## src/verilog/tnc_core_regs.vh

```
// constants for the token network control core
`ifndef TNC_CORE_REGS_VH
`define TNC_CORE_REGS_VH

// ==========================================================
// clock and time figures
`define TNC_CLK_PS            32'd5000
`define TNC_XTAL_PS           32'd50000
`define TNC_XTAL_CYC          (`TNC_XTAL_PS / `TNC_CLK_PS)
`define TNC_INIT_LIMIT_NS     32'd6000
`define TNC_INIT_LIMIT_CYC    ((`TNC_INIT_LIMIT_NS * 32'd1000) / `TNC_CLK_PS)

// ==========================================================
// tick counts on the selected slow clocks, and the slow divide ratio
`define TNC_DIS_TICKS         4'h5
`define TNC_HOLD_TICKS        4'h5
`define TNC_CMD_TICKS         4'h2
`define TNC_PROHIB_TICKS      4'h4
`define TNC_SLOW_DIV          8'h02

// ==========================================================
// initialization ram image
`define TNC_INIT_ADDR0        11'h000
`define TNC_INIT_ADDR1        11'h001
`define TNC_INIT_DATA0        8'hD1
`define TNC_STATION_SOFT_RST  8'h00

// ==========================================================
// command codes
`define TNC_CMD_CLR_INT       8'h01
`define TNC_CMD_CLR_FLAG      8'h02
`define TNC_CMD_EN_TX         8'h03
`define TNC_CMD_EN_RX         8'h04

// ==========================================================
// status bit positions
`define TNC_ST_TX_AVAIL       0
`define TNC_ST_RX_INHIBIT     1

`endif

```

## src/verilog/tnc_core.v

```verilog
// control core of the token network controller
// Operation
// - arbitration tick equals or halves operation
// - interrupt held high before reasserting
// - bypass bit skips idle wait
// - nonzero station write starts two ram writes
// - bypass suppresses idle wait in init
// - refinement enable resets to legacy
// - clear commands or read disable interrupt
// - refined disable clock stays under 20 MHz
// - prescaler select synchronised when refined
// - command write interval per clock source
// - legacy enable command prohibition window
// - refined flags rise at pulse release
// - refined station writes clear probe effects
// - mask cleared by soft reset refined
// - soft reset on zero station or bit
// - soft reset sets both flags
`timescale 1ns/1ps
`default_nettype none
`include "tnc_core_regs.vh"

module tnc_core #(
	parameter SEL_W = 3  // prescaler select width
) (
	// clock and reset
	input  wire             ref_clk,
	input  wire             rst,
	// configuration levels from the host
	input  wire             timing_refine_enable,
	input  wire             init_idle_wait_bypass,
	input  wire             arb_clock_halving,
	input  wire [SEL_W-1:0] rate_prescale_select,
	input  wire             cfg_reset_bit,
	// host access pulses
	input  wire             station_wr,
	input  wire [7:0]       station_wdata,
	input  wire             tentative_wr,
	input  wire             next_station_rd,
	input  wire             cmd_wr,
	input  wire [7:0]       cmd_wdata,
	input  wire             mask_wr,
	input  wire [7:0]       mask_wdata,
	// network side
	input  wire             line_idle,
	input  wire             tx_flag_pulse,
	input  wire             rx_flag_pulse,
	input  wire [5:0]       other_status,
	// ram write port
	output reg              ram_we_r,
	output reg  [10:0]      ram_addr_r,
	output reg  [7:0]       ram_wdata_r,
	output reg              init_done_r,
	// clocks as enables
	output reg              arb_tick_r,
	output reg              rate_osc_tick_r,
	// status and control results
	output reg              interrupt_out_n,
	output reg              tx_available_flag,
	output reg              rx_inhibit_flag,
	output reg  [7:0]       mask_r,
	output reg              soft_reset_r,
	output reg              probe_clear_r,
	output reg              cmd_ready_r,
	output reg              cmd_accept_r,
	output reg  [7:0]       cmd_code_r
);

	// ==========================================================
	// host capture stage
	reg             refine_r;      // refinement enable, captured
	reg             byp_r;         // idle wait bypass, captured
	reg             halve_r;       // arbitration halving, captured
	reg [SEL_W-1:0] sel_cap_r;     // prescaler select, captured
	reg             rstbit_r;      // reset bit, captured
	reg             rstbit_d_r;    // previous reset bit for edge
	reg             st_wr_r;       // station write, captured
	reg [7:0]       st_data_r;     // station value
	reg             tent_wr_r;     // tentative write, captured
	reg             nxt_rd_r;      // next station read, captured
	reg             cmd_wr_r;      // command write, captured
	reg [7:0]       cmd_data_r;    // command value
	reg             mask_wr_r;     // mask write, captured
	reg [7:0]       mask_data_r;   // mask value

	// every host value passes one register so decode sees stable data
	always @(posedge ref_clk) begin
		if (rst) begin
			refine_r    <= 1'b0;
			byp_r       <= 1'b0;
			halve_r     <= 1'b0;
			sel_cap_r   <= {SEL_W{1'b0}};
			rstbit_r    <= 1'b0;
			rstbit_d_r  <= 1'b0;
			st_wr_r     <= 1'b0;
			st_data_r   <= 8'h00;
			tent_wr_r   <= 1'b0;
			nxt_rd_r    <= 1'b0;
			cmd_wr_r    <= 1'b0;
			cmd_data_r  <= 8'h00;
			mask_wr_r   <= 1'b0;
			mask_data_r <= 8'h00;
		end else begin
			refine_r    <= timing_refine_enable;
			byp_r       <= init_idle_wait_bypass;
			halve_r     <= arb_clock_halving;
			sel_cap_r   <= rate_prescale_select;
			rstbit_r    <= cfg_reset_bit;
			rstbit_d_r  <= rstbit_r;
			st_wr_r     <= station_wr;
			tent_wr_r   <= tentative_wr;
			nxt_rd_r    <= next_station_rd;
			cmd_wr_r    <= cmd_wr;
			mask_wr_r   <= mask_wr;
			if (station_wr)
				st_data_r <= station_wdata;
			if (cmd_wr)
				cmd_data_r <= cmd_wdata;
			if (mask_wr)
				mask_data_r <= mask_wdata;
		end
	end

	// ==========================================================
	// clock enables
	wire       xtal_en;  // crystal rate tick
	wire       slow_en;  // half crystal, under 20 MHz
	reg        arb_ph_r; // phase for halved arbitration
	reg [6:0]  pre_cnt_r;               // prescaler counter
	reg [SEL_W-1:0] sel_s1_r;           // select sync stage one
	reg [SEL_W-1:0] sel_s2_r;           // select sync stage two
	reg [SEL_W-1:0] sel_use_r;          // select applied at wrap
	wire [SEL_W-1:0] sel_eff;           // select actually in force
	wire [6:0] pre_mask;                // counter bits that must be ones
	// crystal period in clocks, kept 32 bits so it can be sliced
	localparam [31:0] XTAL_DIV = `TNC_XTAL_CYC;

	tnc_divider #(.W(8)) u_xtal_div (
		.ref_clk (ref_clk),
		.rst     (rst),
		.tick_in (1'b1),
		.div     (XTAL_DIV[7:0]),
		.pulse_r (xtal_en)
	);

	tnc_divider #(.W(8)) u_slow_div (
		.ref_clk (ref_clk),
		.rst     (rst),
		.tick_in (xtal_en),
		.div     (`TNC_SLOW_DIV),
		.pulse_r (slow_en)
	);

	// legacy mode feeds raw select straight in, so it may glitch
	assign sel_eff  = refine_r ? sel_use_r : sel_cap_r;
	assign pre_mask = ~(7'h7F << sel_eff);

	// operation clock is the crystal; arbitration may halve it
	always @(posedge ref_clk) begin
		if (rst) begin
			arb_ph_r        <= 1'b0;
			arb_tick_r      <= 1'b0;
			pre_cnt_r       <= 7'h00;
			sel_s1_r        <= {SEL_W{1'b0}};
			sel_s2_r        <= {SEL_W{1'b0}};
			sel_use_r       <= {SEL_W{1'b0}};
			rate_osc_tick_r <= 1'b0;
		end else begin
			arb_tick_r      <= 1'b0;
			rate_osc_tick_r <= 1'b0;
			sel_s1_r        <= sel_cap_r;
			sel_s2_r        <= sel_s1_r;
			if (xtal_en) begin
				arb_ph_r   <= ~arb_ph_r;
				arb_tick_r <= ~halve_r | arb_ph_r;
				pre_cnt_r  <= pre_cnt_r + 7'h01;
				if ((pre_cnt_r & pre_mask) == pre_mask)
					rate_osc_tick_r <= 1'b1;
				// new select only at a full wrap: no short output period
				if (pre_cnt_r == 7'h7F)
					sel_use_r <= sel_s2_r;
			end
		end
	end

	// picks legacy rate tick or refined crystal based tick
	function pick_tick;
		input refine;
		input legacy_tick;
		input refined_tick;
		begin
			pick_tick = refine ? refined_tick : legacy_tick;
		end
	endfunction

	// ==========================================================
	// soft reset and probe cleanup
	wire soft_rst_ev; // soft reset cause this cycle

	assign soft_rst_ev = (st_wr_r && st_data_r == `TNC_STATION_SOFT_RST) ||
	                     (rstbit_r && !rstbit_d_r);

	// one pulse per cause; probe clear only when refined
	always @(posedge ref_clk) begin
		if (rst) begin
			soft_reset_r  <= 1'b0;
			probe_clear_r <= 1'b0;
		end else begin
			soft_reset_r  <= soft_rst_ev;
			probe_clear_r <= refine_r & (st_wr_r | tent_wr_r);
		end
	end

	// ==========================================================
	// command acceptance
	reg [3:0] cmd_cnt_r;    // ticks since last accepted command
	reg [3:0] proh_cnt_r;   // legacy prohibition ticks left
	wire      cmd_tick;     // tick for the interval counter
	wire      cmd_ok;       // command taken this cycle
	wire      is_enable;    // enable transmit or receive

	assign cmd_tick  = pick_tick(refine_r, rate_osc_tick_r, xtal_en);
	assign is_enable = (cmd_data_r == `TNC_CMD_EN_TX) || (cmd_data_r == `TNC_CMD_EN_RX);
	// enable commands inside the prohibition window are dropped
	assign cmd_ok    = cmd_wr_r && cmd_ready_r && !(is_enable && proh_cnt_r != 4'h0);

	// interval timer blocks writes that come too close together
	always @(posedge ref_clk) begin
		if (rst) begin
			cmd_cnt_r    <= 4'h0;
			cmd_ready_r  <= 1'b1;
			cmd_accept_r <= 1'b0;
			cmd_code_r   <= 8'h00;
		end else begin
			cmd_accept_r <= cmd_ok;
			if (cmd_ok) begin
				cmd_code_r  <= cmd_data_r;
				cmd_ready_r <= 1'b0;
				cmd_cnt_r   <= 4'h0;
			end else if (!cmd_ready_r && cmd_tick) begin
				cmd_cnt_r <= cmd_cnt_r + 4'h1;
				if (cmd_cnt_r + 4'h1 >= `TNC_CMD_TICKS)
					cmd_ready_r <= 1'b1;
			end
		end
	end

	// ==========================================================
	// transmit and receive flags
	reg tx_pulse_d_r; // flag pulse of last cycle
	reg rx_pulse_d_r;
	wire tx_set;      // flag returns high now
	wire rx_set;
	wire tx_clr;      // enable transmit accepted
	wire rx_clr;      // enable receive accepted

	// legacy rises at pulse start, refined at its release
	assign tx_set = refine_r ? (tx_pulse_d_r && !tx_flag_pulse)
	                         : (tx_flag_pulse && !tx_pulse_d_r);
	assign rx_set = refine_r ? (rx_pulse_d_r && !rx_flag_pulse)
	                         : (rx_flag_pulse && !rx_pulse_d_r);
	assign tx_clr = cmd_ok && cmd_data_r == `TNC_CMD_EN_TX;
	assign rx_clr = cmd_ok && cmd_data_r == `TNC_CMD_EN_RX;

	// a set beats a clear arriving in the same cycle
	always @(posedge ref_clk) begin
		if (rst) begin
			tx_pulse_d_r      <= 1'b0;
			rx_pulse_d_r      <= 1'b0;
			tx_available_flag <= 1'b1;
			rx_inhibit_flag   <= 1'b1;
			proh_cnt_r        <= 4'h0;
		end else begin
			tx_pulse_d_r <= tx_flag_pulse;
			rx_pulse_d_r <= rx_flag_pulse;
			if (soft_rst_ev || tx_set)
				tx_available_flag <= 1'b1;
			else if (tx_clr)
				tx_available_flag <= 1'b0;
			if (soft_rst_ev || rx_set)
				rx_inhibit_flag <= 1'b1;
			else if (rx_clr)
				rx_inhibit_flag <= 1'b0;
			// legacy window opens on the early flag rise
			if (!refine_r && (tx_set || rx_set))
				proh_cnt_r <= `TNC_PROHIB_TICKS;
			else if (refine_r)
				proh_cnt_r <= 4'h0;
			else if (proh_cnt_r != 4'h0 && rate_osc_tick_r)
				proh_cnt_r <= proh_cnt_r - 4'h1;
		end
	end

	// ==========================================================
	// mask and interrupt
	wire [7:0] status_bits; // status seen by the mask
	wire       irq_raw;     // any unmasked status
	wire       irq_tick;    // tick for the disable count
	wire       dis_ev;      // disable request while active
	reg  [3:0] dis_cnt_r;   // disable ticks still to run
	reg  [3:0] hold_cnt_r;  // high time ticks still to run

	assign status_bits = {other_status, rx_inhibit_flag, tx_available_flag};
	assign irq_raw     = |(status_bits & mask_r);
	assign irq_tick    = pick_tick(refine_r, rate_osc_tick_r, slow_en);
	assign dis_ev      = !interrupt_out_n && (nxt_rd_r || (cmd_ok &&
	                     (cmd_data_r == `TNC_CMD_CLR_INT || cmd_data_r == `TNC_CMD_CLR_FLAG)));

	// mask keeps value over soft reset in legacy mode
	always @(posedge ref_clk) begin
		if (rst)
			mask_r <= 8'h00;
		else if (soft_rst_ev && refine_r)
			mask_r <= 8'h00;
		else if (mask_wr_r)
			mask_r <= mask_data_r;
	end

	// counts one extra tick so a partial first period is covered
	always @(posedge ref_clk) begin
		if (rst) begin
			interrupt_out_n <= 1'b1;
			dis_cnt_r       <= 4'h0;
			hold_cnt_r      <= 4'h0;
		end else begin
			if (dis_ev) begin
				dis_cnt_r <= `TNC_DIS_TICKS;
			end else if (dis_cnt_r != 4'h0 && irq_tick) begin
				dis_cnt_r <= dis_cnt_r - 4'h1;
			end
			if (!interrupt_out_n && (dis_ev || !irq_raw)) begin
				interrupt_out_n <= 1'b1;
				hold_cnt_r      <= `TNC_HOLD_TICKS;
			end else if (hold_cnt_r != 4'h0) begin
				if (pick_tick(refine_r, rate_osc_tick_r, xtal_en))
					hold_cnt_r <= hold_cnt_r - 4'h1;
			end else if (interrupt_out_n && irq_raw && dis_cnt_r == 4'h0) begin
				interrupt_out_n <= 1'b0;
			end
		end
	end

	// ==========================================================
	// initialization ram writes
	localparam S_IDLE = 5'b00001; // nothing pending
	localparam S_WAIT = 5'b00010; // waiting for an idle line
	localparam S_WR0  = 5'b00100; // first image byte
	localparam S_WR1  = 5'b01000; // station byte
	localparam S_DONE = 5'b10000; // image written

	reg [4:0] st_r;   // init sequencer state
	reg [4:0] st_nxt;

	// bypass decodes the init routine and drops its idle wait
	always @* begin
		st_nxt = st_r;
		case (st_r)
			S_IDLE: st_nxt = S_IDLE;
			S_WAIT: if (byp_r || line_idle)
				st_nxt = S_WR0;
			S_WR0:  st_nxt = S_WR1;
			S_WR1:  st_nxt = S_DONE;
			S_DONE: st_nxt = S_DONE;
			default: st_nxt = S_IDLE;
		endcase
		if (st_wr_r && st_data_r != `TNC_STATION_SOFT_RST)
			st_nxt = byp_r ? S_WR0 : S_WAIT;
		else if (soft_rst_ev)
			st_nxt = S_IDLE;
	end

	// two writes back to back, well inside the init time limit
	always @(posedge ref_clk) begin
		if (rst) begin
			st_r        <= S_IDLE;
			ram_we_r    <= 1'b0;
			ram_addr_r  <= 11'h000;
			ram_wdata_r <= 8'h00;
			init_done_r <= 1'b0;
		end else begin
			st_r     <= st_nxt;
			ram_we_r <= 1'b0;
			init_done_r <= (st_nxt == S_DONE);
			if (st_nxt == S_WR0) begin
				ram_we_r    <= 1'b1;
				ram_addr_r  <= `TNC_INIT_ADDR0;
				ram_wdata_r <= `TNC_INIT_DATA0;
			end else if (st_nxt == S_WR1) begin
				ram_we_r    <= 1'b1;
				ram_addr_r  <= `TNC_INIT_ADDR1;
				ram_wdata_r <= st_data_r;
			end
		end
	end

endmodule // tnc_core
`default_nettype wire

```

## src/verilog/tnc_divider.v

```verilog
// enable pulse divider for the token network control core
`timescale 1ns/1ps
`default_nettype none

module tnc_divider #(
	parameter W = 8
) (
	// clock and reset
	input  wire         ref_clk,
	input  wire         rst,
	// tick to divide and ratio
	input  wire         tick_in,
	input  wire [W-1:0] div,
	// one pulse every div ticks
	output reg          pulse_r
);

	// ==========================================================
	// counter
	reg [W-1:0] cnt_r; // ticks seen in this period

	// counts input ticks, pulses on the last one
	always @(posedge ref_clk) begin
		if (rst) begin
			cnt_r   <= {W{1'b0}};
			pulse_r <= 1'b0;
		end else begin
			pulse_r <= 1'b0;
			if (tick_in) begin
				if (cnt_r >= div - {{(W-1){1'b0}}, 1'b1}) begin
					cnt_r   <= {W{1'b0}};
					pulse_r <= 1'b1;
				end else begin
					cnt_r <= cnt_r + {{(W-1){1'b0}}, 1'b1};
				end
			end
		end
	end

endmodule // tnc_divider
`default_nettype wire
```

## config.mk

```make
export PLATFORM = sky130hd
export DESIGN_NAME = tnc_core
export DESIGN_NICKNAME = d
export VERILOG_FILES = /design/src/verilog/tnc_core.v /design/src/verilog/tnc_divider.v
export VERILOG_INCLUDE_DIRS = /design/src /design/src/verilog
export SDC_FILE = /design/constraint.sdc
export NUM_CORES = 1
export LEC_CHECK = 0
export ABC_CLOCK_PERIOD_IN_PS = 1400
export BUFFER_PORTS_ARGS = -buffer_cell sky130_fd_sc_hd__buf_2
export CORE_MARGIN = 5
export CORE_UTILIZATION = 50
export CTS_CLUSTER_SIZE = 30
export DETAILED_ROUTE_END_ITERATION = 12
export PLACE_DENSITY = 0.86
export SETUP_SLACK_MARGIN = 0.02
export SKIP_CTS_REPAIR_TIMING = 1
export SLEW_MARGIN = 15
export SYNTH_ARGS = -nofsm -noshare
export SYNTH_HDL_FRONTEND = slang
export SYNTH_SLANG_ARGS = --single-unit
export TNS_END_PERCENT = 30
```

## constraint.sdc

```tcl
create_clock -name ref_clk -period 1.4 [get_ports ref_clk]
set_input_delay 0.21 -clock ref_clk [delete_from_list [all_inputs] [get_ports ref_clk]]
set_output_delay 0.21 -clock ref_clk [all_outputs]
set_load 0.03 [all_outputs]
```

---- Yosys cells after proc, flatten, opt, wreduce, memory -nomap -nowiden ----
Index checks and enable logic that the tools add are counted.
storage, ports and cells
  output and inout port bits .............. 46
  input bits .............................. 47
  flip-flop bits (word level) ............. 131
  memory bits (writable) .................. 0
  logic and storage cells ................. 183
  latch bits .............................. 0
  bits in read-only memories .............. 0
  memories kept ........................... 0
operators by class
  $add $sub $neg .......................... 7
  bitwise logic cells ..................... 10
  div/mod/pow operators ................... 0
  $lt $le $gt $ge ......................... 3
  reduce and logical (&&, ||, !) cells .... 71
  multipliers ............................. 0
  muxes and demuxes ....................... 29
  eq/ne operators ......................... 13
  shift operators ......................... 1
operators by type and width
  kind                                                                   number
  3-bit two-way mux                                                      10
  8-bit two-way mux                                                      3
  1-bit logical AND                                                      22
  2-bit OR reduction                                                     10
  8-bit by 1-bit adder with 8-bit output, second input constant          2
  8-bit by 2-bit == test with 1-bit output, second input constant        2
  5-bit two-way mux                                                      3
  5-bit case mux with 3 select lines                                     1
  1-bit two-way mux                                                      12
  2-bit nonzero test                                                     6
  4-bit nonzero test                                                     3
  4-bit by 1-bit subtractor with 4-bit output, second input constant     3
  5-bit by 3-bit == test with 1-bit output, second input constant        2
  5-bit by 4-bit == test with 1-bit output, second input constant        2
  5-bit == test, second input constant                                   2
  1-bit zero test                                                        10
  2-bit AND reduction                                                    5
  1-bit logical OR                                                       9
  8-bit bitwise AND                                                      1
  8-bit by 1-bit == test with 1-bit output, second input constant        1
  8-bit by 3-bit == test with 1-bit output, second input constant        1
  8-bit by 1-bit >= comparator with 1-bit output, second input constant  1
  8-bit by 4-bit >= comparator with 1-bit output, second input constant  1
  8-bit zero test                                                        1
  other kinds (17)                                                       21

---- Longest topological paths before layout ----
Gate-level depths: netlist (run 1).
  depth after elaboration ................. 12
  gate-level depth with buffers ........... 6
  depth with buffers taken out ............ 6

---- Hierarchy ----
A second synthesis (run 1) with hierarchy kept.
unflattened totals
  cells, all modules ...................... 611
  area total of the unflattened synthesis .. 5855.6 um^2
modules (own cells, without submodules)
  module       sequential area each (um^2)  cells an instance  area an instance (um^2)  instances
  tnc_core     2262.2                       463                4504.3                   1
  tnc_divider  180.2                        74                 675.6                    2

---- Least setup slack after synthesis (run 1) ----
No wires, ideal clock.
  path type ............................... register to register
  from .................................... register proh_cnt_r[0]
  to ...................................... register cmd_ready_r
  slack ................................... -0.194 ns
  library setup time ...................... 0.135 ns
  path buffers ............................ 1
  stages on the path, launching flop included .. 7
  data arrival time ....................... 1.459 ns
  cells stage by stage .................... dfxtp_1 inv_1 ha_1 or3b_4 a41oi_4 buf_6 o21ai_0
on the way
  cells in the longest elaborated chain, start to end .. 6
ends and longest elaborated chain
  what                                  RTL line        text
  start, declared                       tnc_core.v:217  reg [3:0] proh_cnt_r;
  start signal, assigned                tnc_core.v:286  proh_cnt_r <= `TNC_PROHIB_TICKS;
  start signal, assigned                tnc_core.v:290  proh_cnt_r <= proh_cnt_r - 4'h1;
  4-bit nonzero test (*)                tnc_core.v:225  assign cmd_ok = cmd_wr_r && cmd_ready_r && !(is_enable && proh_cnt_r != 4'h0);
  1-bit logical AND (*)                 tnc_core.v:225
  1-bit zero test (*)                   tnc_core.v:225
  1-bit logical AND (*)                 tnc_core.v:225
  2-bit nonzero test (no source line)   n/a
  2-bit AND reduction (no source line)  n/a
  end signal, assigned                  tnc_core.v:231  cmd_ready_r <= 1'b1;
  end signal, assigned                  tnc_core.v:238  cmd_ready_r <= 1'b0;
  end signal, assigned                  tnc_core.v:243  cmd_ready_r <= 1'b1;
  end, declared                         tnc_core.v:64   output reg cmd_ready_r,
Mark *: on every way between the ends. The rest lies on a longest branch, timed or not.
A chain may end at the register's enable or synchronous reset.

---- Worst setup path in the final report (run 1) ----
  from .................................... register st_data_r[4]
  to ...................................... register mask_r[2]
on the way
  cells in the longest elaborated chain, start to end .. 5
ends and longest elaborated chain
  what                                 RTL line        text
  start, declared                      tnc_core.v:78   reg [7:0] st_data_r;
  start signal, assigned               tnc_core.v:116  st_data_r <= station_wdata;
  8-bit zero test (no source line)     n/a
  1-bit logical AND (no source line)   n/a
  1-bit logical OR                     tnc_core.v:200  assign soft_rst_ev = (st_wr_r && st_data_r == `TNC_STATION_SOFT_RST) ||
  1-bit logical AND                    tnc_core.v:313  else if (soft_rst_ev && refine_r)
  2-bit OR reduction (no source line)  n/a
  end signal, assigned                 tnc_core.v:316  mask_r <= mask_data_r;
  end, declared                        tnc_core.v:61   output reg [7:0] mask_r,
Every way passes these cells.

==> flow_summary.ini, run 1 <==
[run_status]
status = complete, but fails checks
violations = setup timing

[final_layout]
multi_input_area_um2 = 2791
synthToLayoutAreaGrowth_pct = 41.09
nets = 785
n_antenna_cell = 0
drive_above_1_share = 0.3469
final_core_util = 0.7279
fillers = 637
regArea_um2 = 2651

[logic_synthesis]
synth.distinct_cells = 60
synthArstFlopShare = 0
ys_ff_latch = 131
synth_ff_type = dfxtp_1
synth-xor-area-share = 0.04093
synth_top_area_share = 0.4902
avgSynthCellArea_um2 = 9.817
synth-seq-area-share = 0.4902
yosysWarningCount = 0
synth_top_family_by_area = simple AND/OR/NAND/NOR gates
syn-cell-area_um2 = 5350
synth_compound_area_frac = 0.08910
netlist_instances = 545
synthMuxAreaShare = 0.09846
synth_simple_gate_area_share = 0.2023
synthTopCellsByCount = dfxtp_1 (131), nor2_1 (72), mux2i_1 (49)
synth_top_area_cell = dfxtp_1
synth-edff-count = 0
yosys-top-cells-area = dfxtp_1 (49%), mux2i_1 (9.2%), nor2_1 (5.1%)
synthAdderAreaFrac = 0.03040
yosysMostFrequentCell = dfxtp_1

[clock_network]
cts-root-buf = clkbuf_8
tritoncts = done
clock_path_buffers = 2
cts_inserted_buffers = 17
worstSkewPairLatency_ps = 540
htree_levels = 4
clkSinkCount = 131
clk_pin_slew_ps = 60

[detailed_routing]
via_count = 4576
wl_met1_um = 5594
wl_met3_um = 755
highest_layer = met4
vias_per_cell = 5.236
drt-total-wl_um = 14670
drc = 0
dr.pass1.iters = 5
drt_iter0_drc = 266
postRouteAntennaNets = 0
met2_length_um = 7790
avgRoutedWirePerCell_um = 16.79

[timing]
rsz0062_at_grt = true
post-route-min-period_ps = 1640
slew_violations = 0
hold_violations = 0
max_freq_mhz = 609.8
fin_ws_ps = -240.0
fin_tns_setup_ps = -6227
setup_violations = 60
clock_skew_ps = 8.878
finalCritPeriodShare = 1.171

[grt]
grt_pass1_wl_um = 21140
grt-ovfl-total = 0
antenna_found_initial = 0
grt_max_degree = 49
grt_usage = 0.2038
grt_pass1_vias = 4442

[setup_path]
slowest_delay_ps = 570
criticalPathCategory = flop to flop
crit_chain = or4_4 -> o31ai_4 -> a21o_4 -> nor2_1
required_ps = 1820
critPathMaxFanout = 8
cp_top_family = simple AND/OR/NAND/NOR gates
arrival_ps = 2060
reg2reg_slack_ps = -240
end_kind = flop
reg2reg_depth = 4
timing.rr.end = mask_r[2]
regToRegStartpoint = st_data_r[4]
crit_buf_inv = 0
worst_path_max_delay_cell = or4_4
cp-start-kind = flop

[floorplan]
start_util = 0.5159
boundaryPins = 93
design.die.area_um2 = 12870
core_um2 = 10370
die_w_um = 113.4
die_y_um = 113.4
fp-row-count = 37

[place]
dp_hpwl_um = 8745
finalWeightedCongestion = 0.7987
io_buffers = 82
dp_worst_setup_slack_ps = -221.3

[hold_path]
holdPathEnd = st_r[1]
hp-start = line_idle
hold_depth = 3
hold_class = input pin to flop

[pwr]
ir_drop_mv = 0.9267
fin_total_pwr_w = 0.009377
p_per_area_nw_per_um2 = 1242
p_leak_nw = 3.252

[job]
drv_cap = 0
## metrics by stage
step,cell area (um^2),std cells,hold slack [ps]
6_report,7548,874,66.05
5_1_grt,7548,874,70.40
4_1_cts,6828,830,-126.2
3_5_place_dp,6262,798,406.2
3_3_place_gp,6262,798,399.7
2_1_floorplan,5433,558,338.2
## worst min-delay path, cell delays in order
cell and delay [ps]:
buf_2 90, o21ai_0 70, and3_1 180
## per-layer routing
metal,up-vias,track usage
li1,2213,-
met1,2163,0.2297
met2,157,0.3614
met3,43,0.06684
met4,0,0.07051
met5,-,0
## report_power, final
group	internal, W	switching [W]
logic	0.000576	0.000600
clock network	0.00259	0.00161
registers	0.00388	0.000119
total	0.00705	0.00233
## worst max path at each step
stage                         from             endpoint  cells after the start
4_1_cts        u_xtal_div.cnt_r[1]  u_xtal_div.cnt_r[2]                      6
3_5_place_dp          st_data_r[3]            mask_r[0]                      4
5_1_grt               st_data_r[4]            mask_r[3]                      4
2_1_floorplan         st_data_r[3]            mask_r[0]                      4
3_3_place_gp          st_data_r[3]            mask_r[5]                      4
6_report              st_data_r[4]            mask_r[2]                      4
## cell families (layout without fill, tap and decap cells)
| family | after synthesis | in the layout |
|---|---|---|
| compound gates | 64 | 64 |
| simple gates | 206 | 206 |
| buf+inv | 53 | 233 |
| flops | 131 | 131 |
| xor+xnor | 25 | 25 |
| fa+ha+maj | 13 | 13 |
| mux | 52 | 52 |
| other cells | 1 | 14 |
## final cells by class
class                   instances  area share
clock buffers                  25     0.06547
clock inverters                 7    0.009448
inverters                      22     0.01094
multi-input cells             374      0.3698
flip-flops and latches        131      0.3512
well taps                     136     0.02254
repair buffers                179      0.1706
## sequential cells by signal, summed over array words and instances (netlist names), 5 cells and up
| signal | cells |
|---|---|
| cmd_code_r | 8 |
| cmd_data_r | 8 |
| mask_data_r | 8 |
| mask_r | 8 |
| ram_wdata_r | 8 |
| st_data_r | 8 |
| u_slow_div.cnt_r | 8 |
| u_xtal_div.cnt_r | 8 |
| pre_cnt_r | 7 |
| st_r | 5 |
## cells in the final DEF (no fill, tap or decap), types with 5 or more instances in the layout
cell	n
a21oi_1	12
nor2b_1	24
inv_1	19
nor3_1	13
ha_1	8
clkbuf_16	16
nand4_1	6
conb_1	14
nor2_1	61
clkbuf_8	6
o21ai_0	12
and3_1	6
xnor2_1	13
mux2i_1	48
dlygate4sd3_1	37
dfxtp_2	11
nor2_2	10
buf_6	5
buf_2	77
dfxtp_1	116
nand2_1	32
xor2_1	10
buf_4	55
nand3_1	7
Note: power is estimated with default switching activity, not from simulation.
==> run 2: changes to the inputs <==
Settings changed: ABC_AREA set to 1, PLACE_DENSITY 0.86 to 0.87.
==> run 2 against run 1 <==
Hold slack got worse by 85 ps. Combinational power about the same. The flow finishes with violations (hold timing, setup timing). Area after synthesis decreased by 4.6%. Global-route usage shrank 2.4 points. Critical path type unchanged. Sequential cell count stayed put. Register-to-register slack gained 170 ps. Synthesized cell count is 21% higher. Design area shrank 6.9%. Critical endpoint is now dis_cnt_r[3]. Clock power rose by 5.5%.
==> flow_summary.ini, run 2 <==
[logic_synthesis]
synthTopCellsByCount = dfxtp_1 (131), nand2_1 (130), nor2_1 (105)
syn-cell-area_um2 = 5102
yosysWarningCount = 0
avgSynthCellArea_um2 = 7.731
netlist_instances = 660
yosys-top-cells-area = dfxtp_1 (51%), nand2_1 (9.6%), nor2_1 (7.7%)
synth-seq-area-share = 0.5140
synthMuxAreaShare = 0
synth_top_area_cell = dfxtp_1
ys_ff_latch = 131
synth.distinct_cells = 37
synthArstFlopShare = 0
synth_top_area_share = 0.5140
synth_ff_type = dfxtp_1
synth_simple_gate_area_share = 0.2310
synth-xor-area-share = 0.02575
synth_compound_area_frac = 0.1072
synth_top_family_by_area = simple AND/OR/NAND/NOR gates
synthAdderAreaFrac = 0.03188
yosysMostFrequentCell = dfxtp_1
synth-edff-count = 0

[pwr]
ir_drop_mv = 0.7794
p_leak_nw = 3.194
p_per_area_nw_per_um2 = 1371
fin_total_pwr_w = 0.009631

[floorplan]
boundaryPins = 93
design.die.area_um2 = 12330
fp-row-count = 36
die_y_um = 111.0
core_um2 = 9864
start_util = 0.5173
die_w_um = 111.0

[run_status]
violations = hold timing, setup timing
status = complete, but fails checks

[final_layout]
nets = 868
synthToLayoutAreaGrowth_pct = 37.69
drive_above_1_share = 0.2777
n_antenna_cell = 0
final_core_util = 0.7122
instances_no_fill = 954
final_cell_mix = dfxtp_1 (120), nand2_1 (110), nor2_1 (98)
layout_commonest_cell = dfxtp_1

[setup_path]
crit_buf_inv = 1
critPathMaxFanout = 7
criticalPathCategory = flop to flop
worst_path_max_delay_cell = dfxtp_4
slowest_delay_ps = 390
required_ps = 1790
arrival_ps = 1860
cp_top_family = simple AND/OR/NAND/NOR gates
end_kind = flop
crit_chain = buf_6 -> nand2_2 -> nand2_2 -> nand2_4 -> nor4_4 -> xnor2_1 -> nor2_2
path_common_cell = nand2_2
cp-start-kind = flop

[timing]
fin_ws_ps = -70.29
setup_violations = 7
post-route-min-period_ps = 1470
fin_tns_setup_ps = -170.1
fin_hold_ws_ps = -18.63
finalCritPeriodShare = 1.050
slew_violations = 0
hold_violations = 2
clock_skew_ps = 9.348
rsz0062_at_grt = true
max_freq_mhz = 680.1

[detailed_routing]
drt_iter0_drc = 290
drc = 0
vias_per_cell = 5.021
via_count = 4790
drt-total-wl_um = 13270
avgRoutedWirePerCell_um = 13.91
dr.pass1.iters = 6
postRouteAntennaNets = 0

[place]
io_buffers = 82
dp_worst_setup_slack_ps = -41.07
dp_cells = 885
finalWeightedCongestion = 0.7694
dp_hpwl_um = 7711

[grt]
antenna_found_initial = 0
grt_pass1_vias = 4279
grt_usage = 0.1801
grt_max_degree = 53
grt_pass1_wl_um = 18530
grt-ovfl-total = 0

[clock_network]
clock_path_buffers = 2
clk_pin_slew_ps = 60
cts_inserted_buffers = 17
worstSkewPairLatency_ps = 520
clkSinkCount = 131
cts-root-buf = clkbuf_8
htree_levels = 4
tritoncts = done

[hold_path]
hold_class = input pin to flop

[job]
drv_cap = 0
[run 2: cell types whose count changed in the layout (fill, tap and decap cells not counted), moves of 10 or more]
cell	previous run	this run
buf_4	55	29
mux2i_1	48	0
dlygate4sd3_1	37	26
inv_2	3	15
nand2_2	1	19
o21ai_0	12	40
nor2_1	61	98
a21oi_1	12	43
nor2b_1	24	0
nand3_1	7	17
inv_1	19	65
nand2_1	32	110
[run 2: area by class of cell]
type | count | area (um^2)
Clock buffer | 19 | 421.7
Clock inverter | 13 | 175.2
Fill cell | 690 | 2839
Inverter | 82 | 312.8
Multi-Input combinational cell | 433 | 2323
Sequential cell | 131 | 2646
Tap cell | 133 | 166.4
Timing Repair Buffer | 143 | 979.7
[run 2: path summary, 6_finish.rpt]
kind / startpoint / endpoint / slack, ps / depth (start not counted)
min reg2reg: sel_s1_r[1] / sel_s2_r[1] / 410 / 2
min: line_idle / st_r[1] / -20 / 4
max reg2reg: refine_r / dis_cnt_r[3] / -70 / 7
max: refine_r / dis_cnt_r[3] / -70 / 7
[run 2: kinds of logic (layout without fill, tap and decap cells)]
kind of cell,count (synthesis),after routing
AND/OR/NAND/NOR,286,287
other,1,14
flip-flops,131,131
AO/OA/AOI/OAI,104,104
adder cells (fa/ha/maj),13,13
buffers and inverters,110,257
XOR/XNOR,15,15
[run 2: per-stage QoR]
step / cell area (um^2) / hold WS, ps
final: 7025 / -18.63
after global routing: 7025 / 0.9355
after CTS: 6389 / -116.5
after detailed placement: 5792 / 403.2
after global placement: 5792 / 393.3
after floorplan: 5151 / 317.0
[run 2: report_power, final]
| group | internal [W] | switching, W | total [W] |
|---|---|---|---|
| Sequential | 0.00391 | 0.000122 | 0.00404 |
| Combinational | 0.000466 | 0.000696 | 0.00116 |
| Clock | 0.00275 | 0.00169 | 0.00443 |
| Total | 0.00713 | 0.00250 | 0.00963 |
[run 2: metal layers]
layer | routed length [um] | GRT usage | vias up
met2 | 6707 | 0.3147 | 161
met3 | 780 | 0.05295 | 42
met5 | 0 | 0 | -
met4 | 356 | 0.05839 | 0
met1 | 5423 | 0.2121 | 2221
li1 | - | - | 2366
[run 2: tightest hold or removal path, stage by stage]
cell and delay, ps:
buf_2 90, o21ai_0 80, nand2_1 50, nor2_1 30
